File: config.mk
export PLATFORM = sky130hd
export DESIGN_NAME = rcf_framer
export DESIGN_NICKNAME = d
export VERILOG_FILES = /design/src/rcf_pkg.sv /design/src/rcf_skid.sv /design/src/rcf_framer.sv
export VERILOG_INCLUDE_DIRS = /design/src
export SDC_FILE = /design/constraint.sdc
export NUM_CORES = 1
export LEC_CHECK = 0
export ABC_AREA = 0
export BUFFER_PORTS_ARGS = -buffer_cell sky130_fd_sc_hd__buf_4
export CAP_MARGIN = 0
export CORE_MARGIN = 2
export CORE_UTILIZATION = 50
export CTS_CLUSTER_SIZE = 8
export DETAILED_ROUTE_END_ITERATION = 12
export PLACE_DENSITY = 0.74
export SLEW_MARGIN = 20
export SYNTH_ARGS = -nofsm -noshare
export SYNTH_HDL_FRONTEND = slang
export SYNTH_SLANG_ARGS = --single-unit
File: constraint.sdc
create_clock -name CORE_CLK -period 4.95 [get_ports CORE_CLK]
set_input_delay 0.2475 -clock CORE_CLK [delete_from_list [all_inputs] [get_ports CORE_CLK]]
set_output_delay 0.2475 -clock CORE_CLK [all_outputs]
set_load 0.1 [all_outputs]
File: src/rcf_regs.svh
/*
  Constants of the remote command response framer: frame layout, codes and limits.
  Assumes it is included by the package and the modules that build frames.
*/
// How it works
// - Each request of type 0x17 with a nonzero frame identifier gets a reply frame of type 0x97.
// - A request with frame identifier zero gets no reply at all.
// - Bytes 1 and 2 hold the count of bytes between length and checksum.
// - Byte 4 repeats the request's frame identifier for pairing.
// - Bytes 5 to 12 hold the responder's 64-bit address.
// - Bytes 13 and 14 hold a filler, normally 0xFFFE; host ignores it.
// - Bytes 15 and 16 hold the two ASCII command characters.
// - Byte 17 holds the status: 00 ok, 01, 02, 03, 04, 0c errors.
// - A parameter change reply stops after the status byte.
// - A query reply appends the current value after the status byte.
// - Last byte is 0xff minus the byte sum from offset 3 onward.
// - One request may produce several replies with the same identifier.
`ifndef RCF_REGS_SVH
`define RCF_REGS_SVH

`define RCF_DELIM        8'h7e
`define RCF_TYPE_REQ     8'h17
`define RCF_TYPE_RSP     8'h97
`define RCF_FILL_DFLT    16'hfffe
`define RCF_CSUM_BASE    8'hff
`define RCF_FIXED_LEN    16'h000f
`define RCF_ST_OK        8'h00
`define RCF_ST_ERR       8'h01
`define RCF_ST_BADCMD    8'h02
`define RCF_ST_BADPAR    8'h03
`define RCF_ST_TXFAIL    8'h04
`define RCF_ST_CRYPT     8'h0c
`define RCF_IDX_LEN_HI   5'h01
`define RCF_IDX_LEN_LO   5'h02
`define RCF_IDX_TYPE     5'h03
`define RCF_IDX_FID      5'h04
`define RCF_IDX_ADDR     5'h05
`define RCF_IDX_ADDR_END 5'h0c
`define RCF_IDX_FILL_HI  5'h0d
`define RCF_IDX_FILL_LO  5'h0e
`define RCF_IDX_CMD_HI   5'h0f
`define RCF_IDX_CMD_LO   5'h10
`define RCF_IDX_STATUS   5'h11
`define RCF_PAR_MAX      8'h14

`endif

File: src/rcf_pkg.sv
/*
  Types shared by the framer and its output buffer.
  Assumes the constants header is reachable by its bare name.
*/
`include "rcf_regs.svh"
package rcf_pkg;

  localparam int PAR_MAX = 20;

  // Descriptor of one reply, presented with a valid/ready handshake
  typedef struct packed {
    logic [7:0]           frame_id;
    logic [63:0]          src_addr;
    logic [15:0]          fill;
    logic [15:0]          cmd;
    logic [7:0]           status;
    logic [4:0]           par_len;
    logic [PAR_MAX*8-1:0] par;      // Byte 0 of the value in the top lane
  } rcf_rsp_t;

  typedef struct packed {
    logic [7:0] data;
    logic       last;
  } rcf_byte_t;

  typedef enum logic [3:0] {
    RCF_IDLE = 4'b0001,
    RCF_HEAD = 4'b0010,
    RCF_PARM = 4'b0100,
    RCF_CSUM = 4'b1000
  } rcf_state_t;

endpackage

File: src/rcf_skid.sv
/*
  Two-entry buffer between the framer and the serial byte sink.
  Assumes a single clock with synchronous active-low reset.
*/
`timescale 1ns/1ps
module rcf_skid
  import rcf_pkg::*;
(
  input  wire logic               clk,      // Core clock
  input  wire logic               rst_n,    // Synchronous reset
  input  wire logic               in_vld,   // Producer byte valid
  input  wire rcf_pkg::rcf_byte_t in_data,  // Producer byte
  output logic                    in_rdy,   // Room for a byte
  output logic                    out_vld,  // Byte available
  output rcf_pkg::rcf_byte_t      out_data, // Oldest byte
  input  wire logic               out_rdy   // Consumer takes byte
);
  import rcf_pkg::*;

  typedef struct packed {
    rcf_byte_t  [1:0] mem;
    logic       [1:0] cnt;
  } rcf_skid_st_t;

  rcf_skid_st_t st_reg;
  rcf_skid_st_t st_next;

  always_comb
  begin
    logic pop;
    logic push;
    pop     = 1'b0;
    push    = 1'b0;
    st_next = st_reg;
    pop     = out_rdy && (st_reg.cnt != 2'h0);
    push    = in_vld && (st_reg.cnt != 2'h2);
    if (pop)
    begin
      st_next.mem[0] = st_reg.mem[1];
    end
    if (push)
    begin
      st_next.mem[st_reg.cnt - {1'b0, pop}] = in_data;
    end
    st_next.cnt = st_reg.cnt + {1'b0, push} - {1'b0, pop};
  end

  always_ff @(posedge clk)
  begin
    if (!rst_n)
    begin
      st_reg <= '0;
    end
    else
    begin
      st_reg <= st_next;
    end
  end

  assign in_rdy   = (st_reg.cnt != 2'h2);
  assign out_vld  = (st_reg.cnt != 2'h0);
  assign out_data = st_reg.mem[0];
endmodule

File: src/rcf_framer.sv
/*
  Remote command response framer: turns a finished remote command into the
  serial reply frame for the local host, byte by byte.
  Assumes the request decoder supplies one descriptor per reply and that the
  serial transmitter drains bytes with a ready handshake.
*/
`timescale 1ns/1ps
`include "rcf_regs.svh"
module rcf_framer
  import rcf_pkg::*;
#(
  parameter int PAR_BYTES = 20
)
(
  input  wire logic               CORE_CLK,   // 40 MHz core clock
  input  wire logic               RST_N,      // Synchronous reset, active low
  input  wire logic               RSP_VALID,  // Reply descriptor offered
  input  wire rcf_pkg::rcf_rsp_t  RSP_DESC,   // Reply contents
  output logic                    RSP_READY,  // Descriptor taken
  output logic                    TX_VALID,   // Byte valid toward host
  output logic [7:0]              TX_DATA,    // Frame byte
  output logic                    TX_LAST,    // Checksum byte marker
  input  wire logic               TX_READY,   // Host link takes byte
  output logic                    BUSY,       // Frame in progress
  output logic                    DROPPED     // Pulse: zero identifier suppressed
);
  import rcf_pkg::*;

  // The descriptor only has lanes for PAR_MAX value bytes
  if (PAR_BYTES < 1 || PAR_BYTES > PAR_MAX)
  begin : g_par_bytes_bad
    $error("PAR_BYTES out of range");
  end

  // ------------------------------------------------------------
  // State
  // ------------------------------------------------------------
  typedef struct packed {
    rcf_state_t state;
    rcf_rsp_t   desc;
    logic [4:0] idx;
    logic [7:0] sum;
    logic       rdy;
    logic       busy;
    logic       drop;
    logic       tx_vld;
    rcf_byte_t  tx;
  } rcf_fr_st_t;

  rcf_fr_st_t st_reg;
  rcf_fr_st_t st_next;

  logic      buf_rdy;
  logic      emit;
  rcf_byte_t emit_byte;
  logic      out_vld;
  rcf_byte_t out_byte;

  function automatic logic [15:0] frame_len(input logic [4:0] plen);
    frame_len = `RCF_FIXED_LEN + {11'h000, plen};
  endfunction

  function automatic logic [7:0] head_byte(input rcf_rsp_t d, input logic [4:0] i);
    logic [15:0] len;
    logic [2:0]  a;
    len = frame_len(d.par_len);
    a   = 3'(i - `RCF_IDX_ADDR);
    case (i)
      `RCF_IDX_LEN_HI:  head_byte = len[15:8];
      `RCF_IDX_LEN_LO:  head_byte = len[7:0];
      `RCF_IDX_TYPE:    head_byte = `RCF_TYPE_RSP;
      `RCF_IDX_FID:     head_byte = d.frame_id;
      `RCF_IDX_FILL_HI: head_byte = d.fill[15:8];
      `RCF_IDX_FILL_LO: head_byte = d.fill[7:0];
      `RCF_IDX_CMD_HI:  head_byte = d.cmd[15:8];
      `RCF_IDX_CMD_LO:  head_byte = d.cmd[7:0];
      `RCF_IDX_STATUS:  head_byte = d.status;
      default:
      begin
        if (i >= `RCF_IDX_ADDR && i <= `RCF_IDX_ADDR_END)
        begin
          head_byte = d.src_addr[8*(7-a) +: 8];
        end
        else
        begin
          head_byte = `RCF_DELIM;
        end
      end
    endcase
  endfunction

  // ------------------------------------------------------------
  // Frame sequencer
  // ------------------------------------------------------------
  always_comb
  begin
    logic [7:0] b;
    logic       adv;
    b         = 8'h00;
    adv       = 1'b0;
    st_next   = st_reg;
    emit      = 1'b0;
    emit_byte = '0;
    st_next.rdy  = 1'b0;
    st_next.drop = 1'b0;
    case (st_reg.state)
      RCF_IDLE:
      begin
        st_next.rdy = 1'b1;
        if (RSP_VALID && st_reg.rdy)
        begin
          st_next.rdy = 1'b0;
          if (RSP_DESC.frame_id == 8'h00)
          begin
            st_next.drop = 1'b1;
          end
          else
          begin
            st_next.desc  = RSP_DESC;
            if (RSP_DESC.par_len > 5'(PAR_BYTES))
            begin
              st_next.desc.par_len = 5'(PAR_BYTES);
            end
            st_next.idx   = '0;
            st_next.sum   = '0;
            st_next.busy  = 1'b1;
            st_next.state = RCF_HEAD;
          end
        end
      end
      RCF_HEAD:
      begin
        b         = head_byte(st_reg.desc, st_reg.idx);
        emit      = buf_rdy;
        emit_byte = '{data: b, last: 1'b0};
        if (buf_rdy)
        begin
          if (st_reg.idx >= `RCF_IDX_TYPE)
          begin
            st_next.sum = st_reg.sum + b;
          end
          st_next.idx = st_reg.idx + 5'h01;
          if (st_reg.idx == `RCF_IDX_STATUS)
          begin
            st_next.idx = '0;
            // Change replies end here, queries carry the value
            if (st_reg.desc.par_len == 5'h00)
            begin
              st_next.state = RCF_CSUM;
            end
            else
            begin
              st_next.state = RCF_PARM;
            end
          end
        end
      end
      RCF_PARM:
      begin
        b         = st_reg.desc.par[8*(PAR_MAX-1-32'(st_reg.idx)) +: 8];
        emit      = buf_rdy;
        emit_byte = '{data: b, last: 1'b0};
        adv       = buf_rdy;
        if (adv)
        begin
          st_next.sum = st_reg.sum + b;
          st_next.idx = st_reg.idx + 5'h01;
          if (st_reg.idx + 5'h01 == st_reg.desc.par_len)
          begin
            st_next.state = RCF_CSUM;
          end
        end
      end
      RCF_CSUM:
      begin
        emit      = buf_rdy;
        emit_byte = '{data: `RCF_CSUM_BASE - st_reg.sum, last: 1'b1};
        if (buf_rdy)
        begin
          st_next.busy  = 1'b0;
          st_next.state = RCF_IDLE;
        end
      end
      default:
      begin
        st_next.state = RCF_IDLE;
      end
    endcase
    st_next.tx_vld = out_vld;
    st_next.tx     = out_byte;
  end

  always_ff @(posedge CORE_CLK)
  begin
    if (!RST_N)
    begin
      st_reg       <= '0;
      st_reg.state <= RCF_IDLE;
    end
    else
    begin
      st_reg <= st_next;
    end
  end

  // ------------------------------------------------------------
  // Output buffer
  // ------------------------------------------------------------
  // The output stage registers the buffer head, so a pop only happens
  // when the registered byte is consumed or absent.
  logic      skid_vld;
  rcf_byte_t skid_byte;
  logic      pop_ok;
  assign pop_ok = !st_reg.tx_vld || TX_READY;

  rcf_skid u_skid (
    .clk      (CORE_CLK),
    .rst_n    (RST_N),
    .in_vld   (emit),
    .in_data  (emit_byte),
    .in_rdy   (buf_rdy),
    .out_vld  (skid_vld),
    .out_data (skid_byte),
    .out_rdy  (pop_ok)
  );

  always_comb
  begin
    out_vld  = st_reg.tx_vld && !TX_READY;
    out_byte = st_reg.tx;
    if (pop_ok)
    begin
      out_vld  = skid_vld;
      out_byte = skid_byte;
    end
  end

  assign RSP_READY = st_reg.rdy;
  assign TX_VALID  = st_reg.tx_vld;
  assign TX_DATA   = st_reg.tx.data;
  assign TX_LAST   = st_reg.tx.last;
  assign BUSY      = st_reg.busy;
  assign DROPPED   = st_reg.drop;
endmodule

Word level (Yosys, flattened, before mapping)
Index checks and enable logic that the tools add are counted.
Widths: inputs -> output; s select.
- flip-flop bits (word level): 327
- bits of input ports: 281
- word-level logic and storage cells: 116
- output and inout port bits: 13
- shifts and indexed selects: 2
- multiplexer cells: 30
- magnitude comparators: 6
- reduce and logical (&&, ||, !) cells: 22
- bitwise logic cells: 1
- add/subtract/negate cells: 11
- equal/unequal tests: 23
- operators by type and width (cell ; count):
    $mux 297 ; 1
    $mux 294 ; 1
    $shiftx 160x33->8 ; 1
    $pmux 8 s9 ; 1
    $shiftx 64x33->8 ; 1
    $pmux 13 s3 ; 1
    $mux 9 ; 3
    $pmux 9 s3 ; 1
    $mux 13 ; 2
    $mux 4 ; 6
    $mux 8 ; 3
    $bwmux 18 ; 1
    $ne 2x2->1 const B ; 9
    $add 8x8->8 ; 2
    $pmux 4 s4 ; 1
    $eq 5x4->1 const B ; 3
    $eq 5x2->1 const B ; 2
    $eq 5x5->1 const B ; 2
    $mux 5 ; 2
    $demux 9 s1 ; 1
    $logic_not 8->1 ; 1
    $sub 8x8->8 const A ; 1
    $reduce_and 7->1 ; 1
    $add 4x5->6 const A ; 1
    other kinds (34) ; 47

Depth between registers and ports, before layout
Gate-level depths: netlist (run 1).
- word-level depth: 10
- gate-level depth with buffers: 20
- gate-level depth less buffers: 16

Cells and area by module
From an unflattened synthesis (run 1), not the netlist that was laid out.
- cells, all modules: 1798
- area total of the unflattened synthesis: 14874.3 um2
- by module, submodules not included (module ; instances ; sequential area each (um2) ; area each (um2) ; cells each):
    rcf_framer ; 1 ; 6145.9 ; 13800.7 ; 1677
    rcf_skid ; 1 ; 400.4 ; 1073.5 ; 121

Least setup slack after synthesis (run 1)
Ideal clock, no wire load.
- path kind: reg-to-reg
- start: reg st_reg[21] in the netlist's numbering
- end: reg st_reg[20] in the netlist's numbering
- buffers on the path: 5
- clock period less this slack: 4113 ps
- arrival time: 4041 ps
- stages on the path, launching flop included: 21
- setup slack: 837 ps
- library setup time: 72 ps
- cell sequence: dfxtp_1 > buf_6 > buf_6 > buf_4 > inv_1 > ha_1 > buf_2 > a21o_1 > a221o_1 > or2_0 > buf_2 > a32o_1 > o21ai_0 > ha_1 > a21o_1 > a21oi_1 > o21ai_0 > nor4_1 > nor3_1 > xor2_1 > mux2i_1
- cells in the longest elaborated chain, start to end: 10
- ends and longest elaborated chain (element ; line ; text):
    start: declaration ; rcf_framer.sv:50 ; rcf_fr_st_t st_reg;
    start signal: assignment ; rcf_framer.sv:202 ; st_reg <= st_next;
    $sub 3x3->3 (no source line) ; -- ;
    $sub 3x3->4 ; rcf_framer.sv:82 ; head_byte = d.src_addr[8*(7-a) +: 8];
    $shiftx 64x33->8 ; rcf_framer.sv:82 ;
    $mux 8 ; rcf_framer.sv:80 ; if (i >= `RCF_IDX_ADDR && i <= `RCF_IDX_ADDR_END)
    $pmux 8 s9 ; rcf_framer.sv:68 ; case (i)
    $mux 8 ; rcf_framer.sv:106 ; case (st_reg.state)
    $add 8x8->8 ; rcf_framer.sv:140 ; st_next.sum = st_reg.sum + b;
    $mux 8 ; rcf_framer.sv:138 ; if (st_reg.idx >= `RCF_IDX_TYPE)
    $mux 13 ; rcf_framer.sv:136 ; if (buf_rdy)
    $pmux 13 s3 ; rcf_framer.sv:106 ;
Parallel ways exist; a longest one is shown, timed or not. The select of a mux whose other input is x is not followed.
A chain may end at the register's enable or synchronous reset.

Worst setup path in the final report (run 1)
Same ends and word-level chain as after synthesis.

==> out/results.ini, run 1 <==
[logic_synthesis]
ys.flop_type=dfxtp_1
synth_top_area_cell=dfxtp_1
syn_area_sq_um=14700
ys_ff_latch=327
yosys_warnings=0
synth-edff-count=0
async_flop_share_pct=0
syn_nets=2070
syn_area_per_cell_sq_um=8.31
synthesis.instances=1769
yosysUniqueCellTypes=64
yosys-top-cells-area=dfxtp_1 (45%), nand2_1 (15%), a21oi_1 (11%)
synth_top_area_share_pct=44.5
synth_seq_area_share_pct=44.5

[sta]
fin_skew_ns=0.0185
fmax_ghz=0.229
hold-worst-slack_ns=0.0225
period_minus_slack_ns=4.37
drv_slew=0
relSlewSlack_pct=29.6
rsz0062_at_grt=no
setup_viol=0
tns_ns=0
finalHoldViolCount=0
worst_pin_slew_ns=1.05
finalCritPeriodShare_pct=88.2

[worst_setup_path]
reg2regPathDepth=15
worst-path-buf-inv=1
critPathRequiredTime_ns=5.41
crit_start=st_reg[21]
end_kind=register
worst_path_largest_cell_delay_ns=0.61
timing.rr.end=st_reg[20]
cp-start-kind=register
cp.depth=15
crit_type=reg -> reg
crit_chain=inv_1 > ha_1 > a21o_1 > a221o_1 > or2_0 > a32o_1 > o21ai_0 > ha_1 > a21o_1 > a21oi_1 > o21ai_0 > nor4_1 > nor3_1 > xor2_1 > mux2i_1
critPathArrivalTime_ns=4.83
ff2ff_setup_slack_ns=0.58
r2r-start=st_reg[21]
cp_slowest_cell=dfxtp_4
path_delay_family=compound AO/OA/AOI/OAI gates
cp_max_fo=23

[final_layout]
postLayoutCellArea_sq_um=20800
drive_gt1_share_pct=19.3
fill_cells=2021
syn2layout_area_growth_pct=41.5
largest_reg_flops=294
layout.nets=2555
fin_util_pct=72.1

[cts]
cts_buffer_depth=3
path_clk_slew_ns=0.05
cts_setup_buffers=0
cts_tree=yes
cts_resized=0
clkLatencyLatePin_ns=0.54
root_buffer=clkbuf_16
cts_made_buffers=46
htreeDepth=2
ctsHoldBuffers=269
cts.sinks=327

[power_and_ir_drop]
vdd_drop_max_mv=0.281
leakage_nw=7.85
power.total_mw=7.85
p_per_area_nw_per_um2=378

[floorplan]
die_h_um=175
core_area_sq_um=28900
start_util_pct=51.0
die_area_sq_um=30800
rows=62
die_w_um=175
num_io_pins=294

[routing]
drc=0
dr.pass1.iters=5
dr_total_vias=15000
highest_layer=met4
drt_iter0_drc=1372
wl_met1_um=19900
wl_per_cell_um=19.2
met3WireLength_um=3270
ant_nets=0
wl_um=50900
viasPerCell=5.67
wl_met2_um=25400

[hold_path]
whs_path_depth=3
worst_hold_path.endpoint=st_reg[152]
min-delay-start=RSP_DESC[126]
hold_path.class=in -> reg

[placement]
place_hpwl_um=29700
dpl_cell_area_sq_um=16900
gp_congestion=0.857
numPortBuffers=293

[global_routing]
grt_overflow=0
antenna_found_initial=1
grt_pass1_vias=15200
grt_usage_pct=32.3
grt_max_degree=138
grt_pass1_wl_um=79000

[job]
drv_cap=0

[status]
status=complete, no violations

-- through the flow --
stage | setup slack (ns) | cells
finish | 0.582 | 2642
global route | 0.314 | 2641
CTS | 0.584 | 2640
detailed placement | 0.608 | 2321
global placement | 0.714 | 2321
floorplan | 0.837 | 1769
-- Yosys cell counts (5+ instances only) --
master    number
and2_1         5
a22oi_1       19
mux4_2        51
mux4_1         5
xor2_1        12
a21o_1         5
nor2_1        39
nor3_1        11
a211oi_1      11
a21oi_1      330
buf_6          5
buf_2         58
nor2b_1        7
nand3_1       11
nand2_1      596
inv_1         16
o221a_2        6
mux2_2        10
dfxtp_1      327
and3_1         8
ha_1          19
xnor2_1        9
o21ai_0       41
a32o_1         5
buf_1         10
mux2i_1       23
clkbuf_1      58
buf_4         11
-- placed cells by master, fill, tap and decap left out, types with 16 or more instances in the layout --
cell	count
nand2_1	596
a21oi_1	330
dfxtp_1	325
buf_4	305
dlygate4sd3_1	269
mux4_2	51
clkbuf_16	46
o21ai_0	41
nor2_1	39
mux2i_1	23
a22oi_1	19
ha_1	19
inv_1	16
-- worst reg2reg max path: cells and delay by family, from the launching register on --
family	cells	cell delay, ns
AOI/OAI and AO/OA	7	1.78
adders and majority gates	2	0.69
DFF	1	0.61
and+or+nand+nor	3	0.61
buffers and inverters	1	0.22
muxes	1	0.19
xor gates and xnor gates	1	0.17
-- power breakdown --
group	internal, mW	switching (mW)	leakage (nW)
Sequential	2.99	0.241	2.65
Combinational	0.770	1.12	4.61
Clock	1.64	1.10	0.586
-- worst max path at each step --
| stage | endpoint | slack, ns |
|---|---|---|
| after floorplan | st_reg[20] | 0.84 |
| after global placement | st_reg[20] | 0.71 |
| after detailed placement | st_reg[20] | 0.61 |
| after CTS | st_reg[20] | 0.58 |
| after global routing | st_reg[20] | 0.31 |
| final | st_reg[20] | 0.58 |
-- routing by layer --
layer  up-vias  GRT usage [%]
met5         -              0
met4         0           15.0
met3       173           4.44
met2       724           56.4
met1      7101           39.6
li1       6989              -
-- kinds of logic (layout without fill, tap and decap cells) --
family	after synthesis	after routing	share of synthesized area [%]
adders and majority gates	20	20	1.75
xor gates and xnor gates	21	21	1.25
and+or+nand+nor	707	707	19.6
DFF	327	327	44.5
buffers and inverters	159	646	5.09
muxes	89	89	11.0
AOI/OAI and AO/OA	446	446	16.8
other	0	2	0
-- final cells by class --
type	instances	area, sq um	area share (%)
diodes	2	5.00	0.0241
clock buffers	48	1160	5.57
clock inverters	2	36.3	0.174
inverters	17	71.3	0.343
multi-input cells	1283	7420	35.7
flip-flops and latches	327	6550	31.5
well taps	384	480	2.31
repair buffers	579	5080	24.4
(Power assumes the default switching activity.)
==> run 2: changes to the inputs <==
- BUFFER_PORTS_ARGS: -buffer_cell sky130_fd_sc_hd__buf_4 -> not set
- DONT_BUFFER_PORTS: not set -> 1
- PLACE_DENSITY: 0.74 -> 0.65
==> run 2 against run 1 <==
  * Critical path depth stayed put
  * Setup slack got worse by 0.12 ns
  * Final area is 10% lower
  * Via count decreased by 10%
  * Maximum frequency down 2.7%
  * Sequential power increased by 2%
  * Non-clock buffer count shrank 281
  * Register-to-register slack lost 0.12 ns
  * Combinational power fell by 14%
  * Global-route usage down 3.6 points
  * Core utilization down 7.2 points
  * Critical path type unchanged
  * Largest cell class unchanged
==> out/results.ini, run 2 (same netlist as run 1, synthesis figures left out) <==
[status]
status=complete, no violations  ; unchanged

[floorplan]
die_w_um=175  ; unchanged
die_area_sq_um=30800  ; unchanged
start_util_pct=51.0  ; unchanged
num_io_pins=294  ; unchanged
die_h_um=175  ; unchanged
rows=62  ; unchanged
core_area_sq_um=28900  ; unchanged

[routing]
highest_layer=met5  ; was met4
ant_nets=0  ; unchanged
dr_total_vias=13500  ; was 15.0k
wl_met2_um=21900  ; was 25,400 um
wl_um=45400  ; was 50,900 um
wl_per_cell_um=19.2  ; about the same
dr.pass1.iters=5  ; unchanged
met3WireLength_um=2990  ; was 3270 um
wl_met1_um=18900  ; was 19,900 um
viasPerCell=5.70  ; was 5.67
drc=0  ; unchanged
drt_iter0_drc=1096  ; was 1,372

[placement]
place_hpwl_um=28100  ; was 29,700 um
gp_congestion=0.860  ; was 0.857
numPortBuffers=0  ; was 293
place_inst=2030  ; was 2,321

[cts]
clkLatencyLatePin_ns=0.55  ; was 0.54 ns
cts_resized=0  ; unchanged
cts_setup_buffers=0  ; unchanged
ctsHoldBuffers=279  ; was 269
htreeDepth=2  ; unchanged
cts.sinks=327  ; unchanged
cts_tree=yes  ; unchanged
cts_made_buffers=46  ; unchanged
path_clk_slew_ns=0.05  ; about the same
cts_buffer_depth=3  ; unchanged
root_buffer=clkbuf_16  ; unchanged

[sta]
tns_ns=0  ; unchanged
rsz0062_at_grt=no  ; unchanged
setup_viol=0  ; unchanged
period_minus_slack_ns=4.49  ; was 4.37 ns
drv_slew=0  ; unchanged
fin_skew_ns=0.0232  ; was 0.0185 ns
finalCritPeriodShare_pct=90.7  ; was 88.2%
fmax_ghz=0.223  ; was 0.229 GHz
relSlewSlack_pct=27.8  ; was 29.6%
worst_pin_slew_ns=1.08  ; was 1.05 ns
finalHoldViolCount=0  ; unchanged

[worst_setup_path]
ff2ff_setup_slack_ns=0.46  ; was 0.58 ns
crit_type=reg -> reg  ; unchanged
critPathArrivalTime_ns=4.95  ; was 4.83 ns
cp-start-kind=register  ; unchanged
cp_max_fo=27  ; was 23
endpoint=st_reg[20]  ; unchanged
crit_start=st_reg[21]  ; unchanged
r2r-start=st_reg[21]  ; unchanged
critPathRequiredTime_ns=5.41  ; about the same
end_kind=register  ; unchanged
reg2regPathDepth=15  ; unchanged
timing.rr.end=st_reg[20]  ; unchanged

[final_layout]
most-common-layout-cells=nand2_1 (596), a21oi_1 (330), dfxtp_1 (325), dlygate4sd3_1 (279), mux4_2 (51)  ; was nand2_1 (596), a21oi_1 (330), dfxtp_1 (325), buf_4 (305), dlygate4sd3_1 (269)
layout_commonest_cell=nand2_1  ; unchanged
fin_cells=2366  ; was 2,642
fill_cells=2306  ; was 2,021
layout.nets=2274  ; was 2,555
drive_gt1_share_pct=7.39  ; was 19.3%
syn2layout_area_growth_pct=27.2  ; was 41.5%
largest_reg_flops=294  ; unchanged

[global_routing]
grt_max_degree=206  ; was 138
grt_overflow=0  ; unchanged
grt_pass1_vias=13200  ; was 15.2k
grt_usage_pct=28.7  ; was 32.3%
grt_pass1_wl_um=70200  ; was 79,000 um
antenna_found_initial=6  ; was 1

[job]
drv_cap=0  ; unchanged

[power_and_ir_drop]
leakage_nw=6.49  ; was 7.85 nW
p_per_area_nw_per_um2=409  ; was 378 nW/um^2
vdd_drop_max_mv=0.258  ; was 0.281 mV

[hold_path]
hold_path.class=in -> reg  ; unchanged

[run 2: changes by cell type in the layout (fill, tap and decap cells not counted)]
cell and change:
buf_4 -288, clkbuf_16 +1, inv_16 -1, diode_2 +4, buf_12 -3, clkinv_8 +1, dlygate4sd3_1 +10
[run 2: final cells by class]
class                      count  area, sq um  area share (%)
antenna                        6         15.0          0.0802
clock buffer                  49         1180            6.33
clock inverter                 2         32.5           0.174
inverter                      17         71.3           0.381
multi-input combinational   1283         7420            39.6
sequential                   327         6550            35.0
tap                          384          480            2.57
timing repair buffer         298         2960            15.8
[run 2: metal layers]
metal  vias to the layer above  track usage (%)
met5                         -                0
met4                         2             11.4
met3                       111             4.96
met2                       555             47.7
met1                      6379             37.2
li1                       6439                -
[run 2: power breakdown]
part	switching (mW)	total, mW	internal (mW)
logic	0.994	1.62	0.621
registers	0.301	3.29	2.99
clock network	1.09	2.75	1.67
total	2.38	7.66	5.28
[run 2: worst min-delay path by stage]
| stage | slack (ns) | startpoint | cells after the start | endpoint |
|---|---|---|---|---|
| after floorplan | 0.38 | RSP_DESC[162] | 2 | st_reg[188] |
| after detailed placement | 0.35 | RST_N | 1 | st_reg[303] |
| after global placement | 0.35 | RST_N | 1 | st_reg[303] |
| after global routing | 0.04 | RSP_DESC[164] | 3 | st_reg[187] |
| after CTS | 0.02 | RSP_DESC[164] | 3 | st_reg[186] |
| final | 0.02 | RSP_DESC[164] | 3 | st_reg[186] |
[run 2: through the flow]
| step | setup slack, ns | hold WS, ns | utilization (%) | area [sq um] | power (mW) |
|---|---|---|---|---|---|
| floorplan | 0.837 | 0.375 | - | 14700 | 4.38 |
| global placement | 0.660 | 0.347 | 50.9 | 14700 | 4.67 |
| detailed placement | 0.492 | 0.353 | 50.9 | 14700 | 4.72 |
| CTS | 0.473 | 0.0159 | 64.8 | 18700 | 7.64 |
| global route | 0.0991 | 0.0413 | 64.8 | 18700 | 8.00 |
| finish | 0.458 | 0.0221 | 64.8 | 18700 | 7.66 |
[run 2: critical path: stages (launching register included)]
cell and delay [ns]:
dfxtp_4 0.63, inv_1 0.24, ha_1 0.38, a21o_1 0.22, a221o_1 0.39, or2_0 0.34
a32o_1 0.32, o21ai_0 0.30, ha_1 0.30, a21o_1 0.18, a21oi_1 0.23, o21ai_0 0.18
nor4_1 0.21, nor3_1 0.11, xor2_1 0.19, mux2i_1 0.19
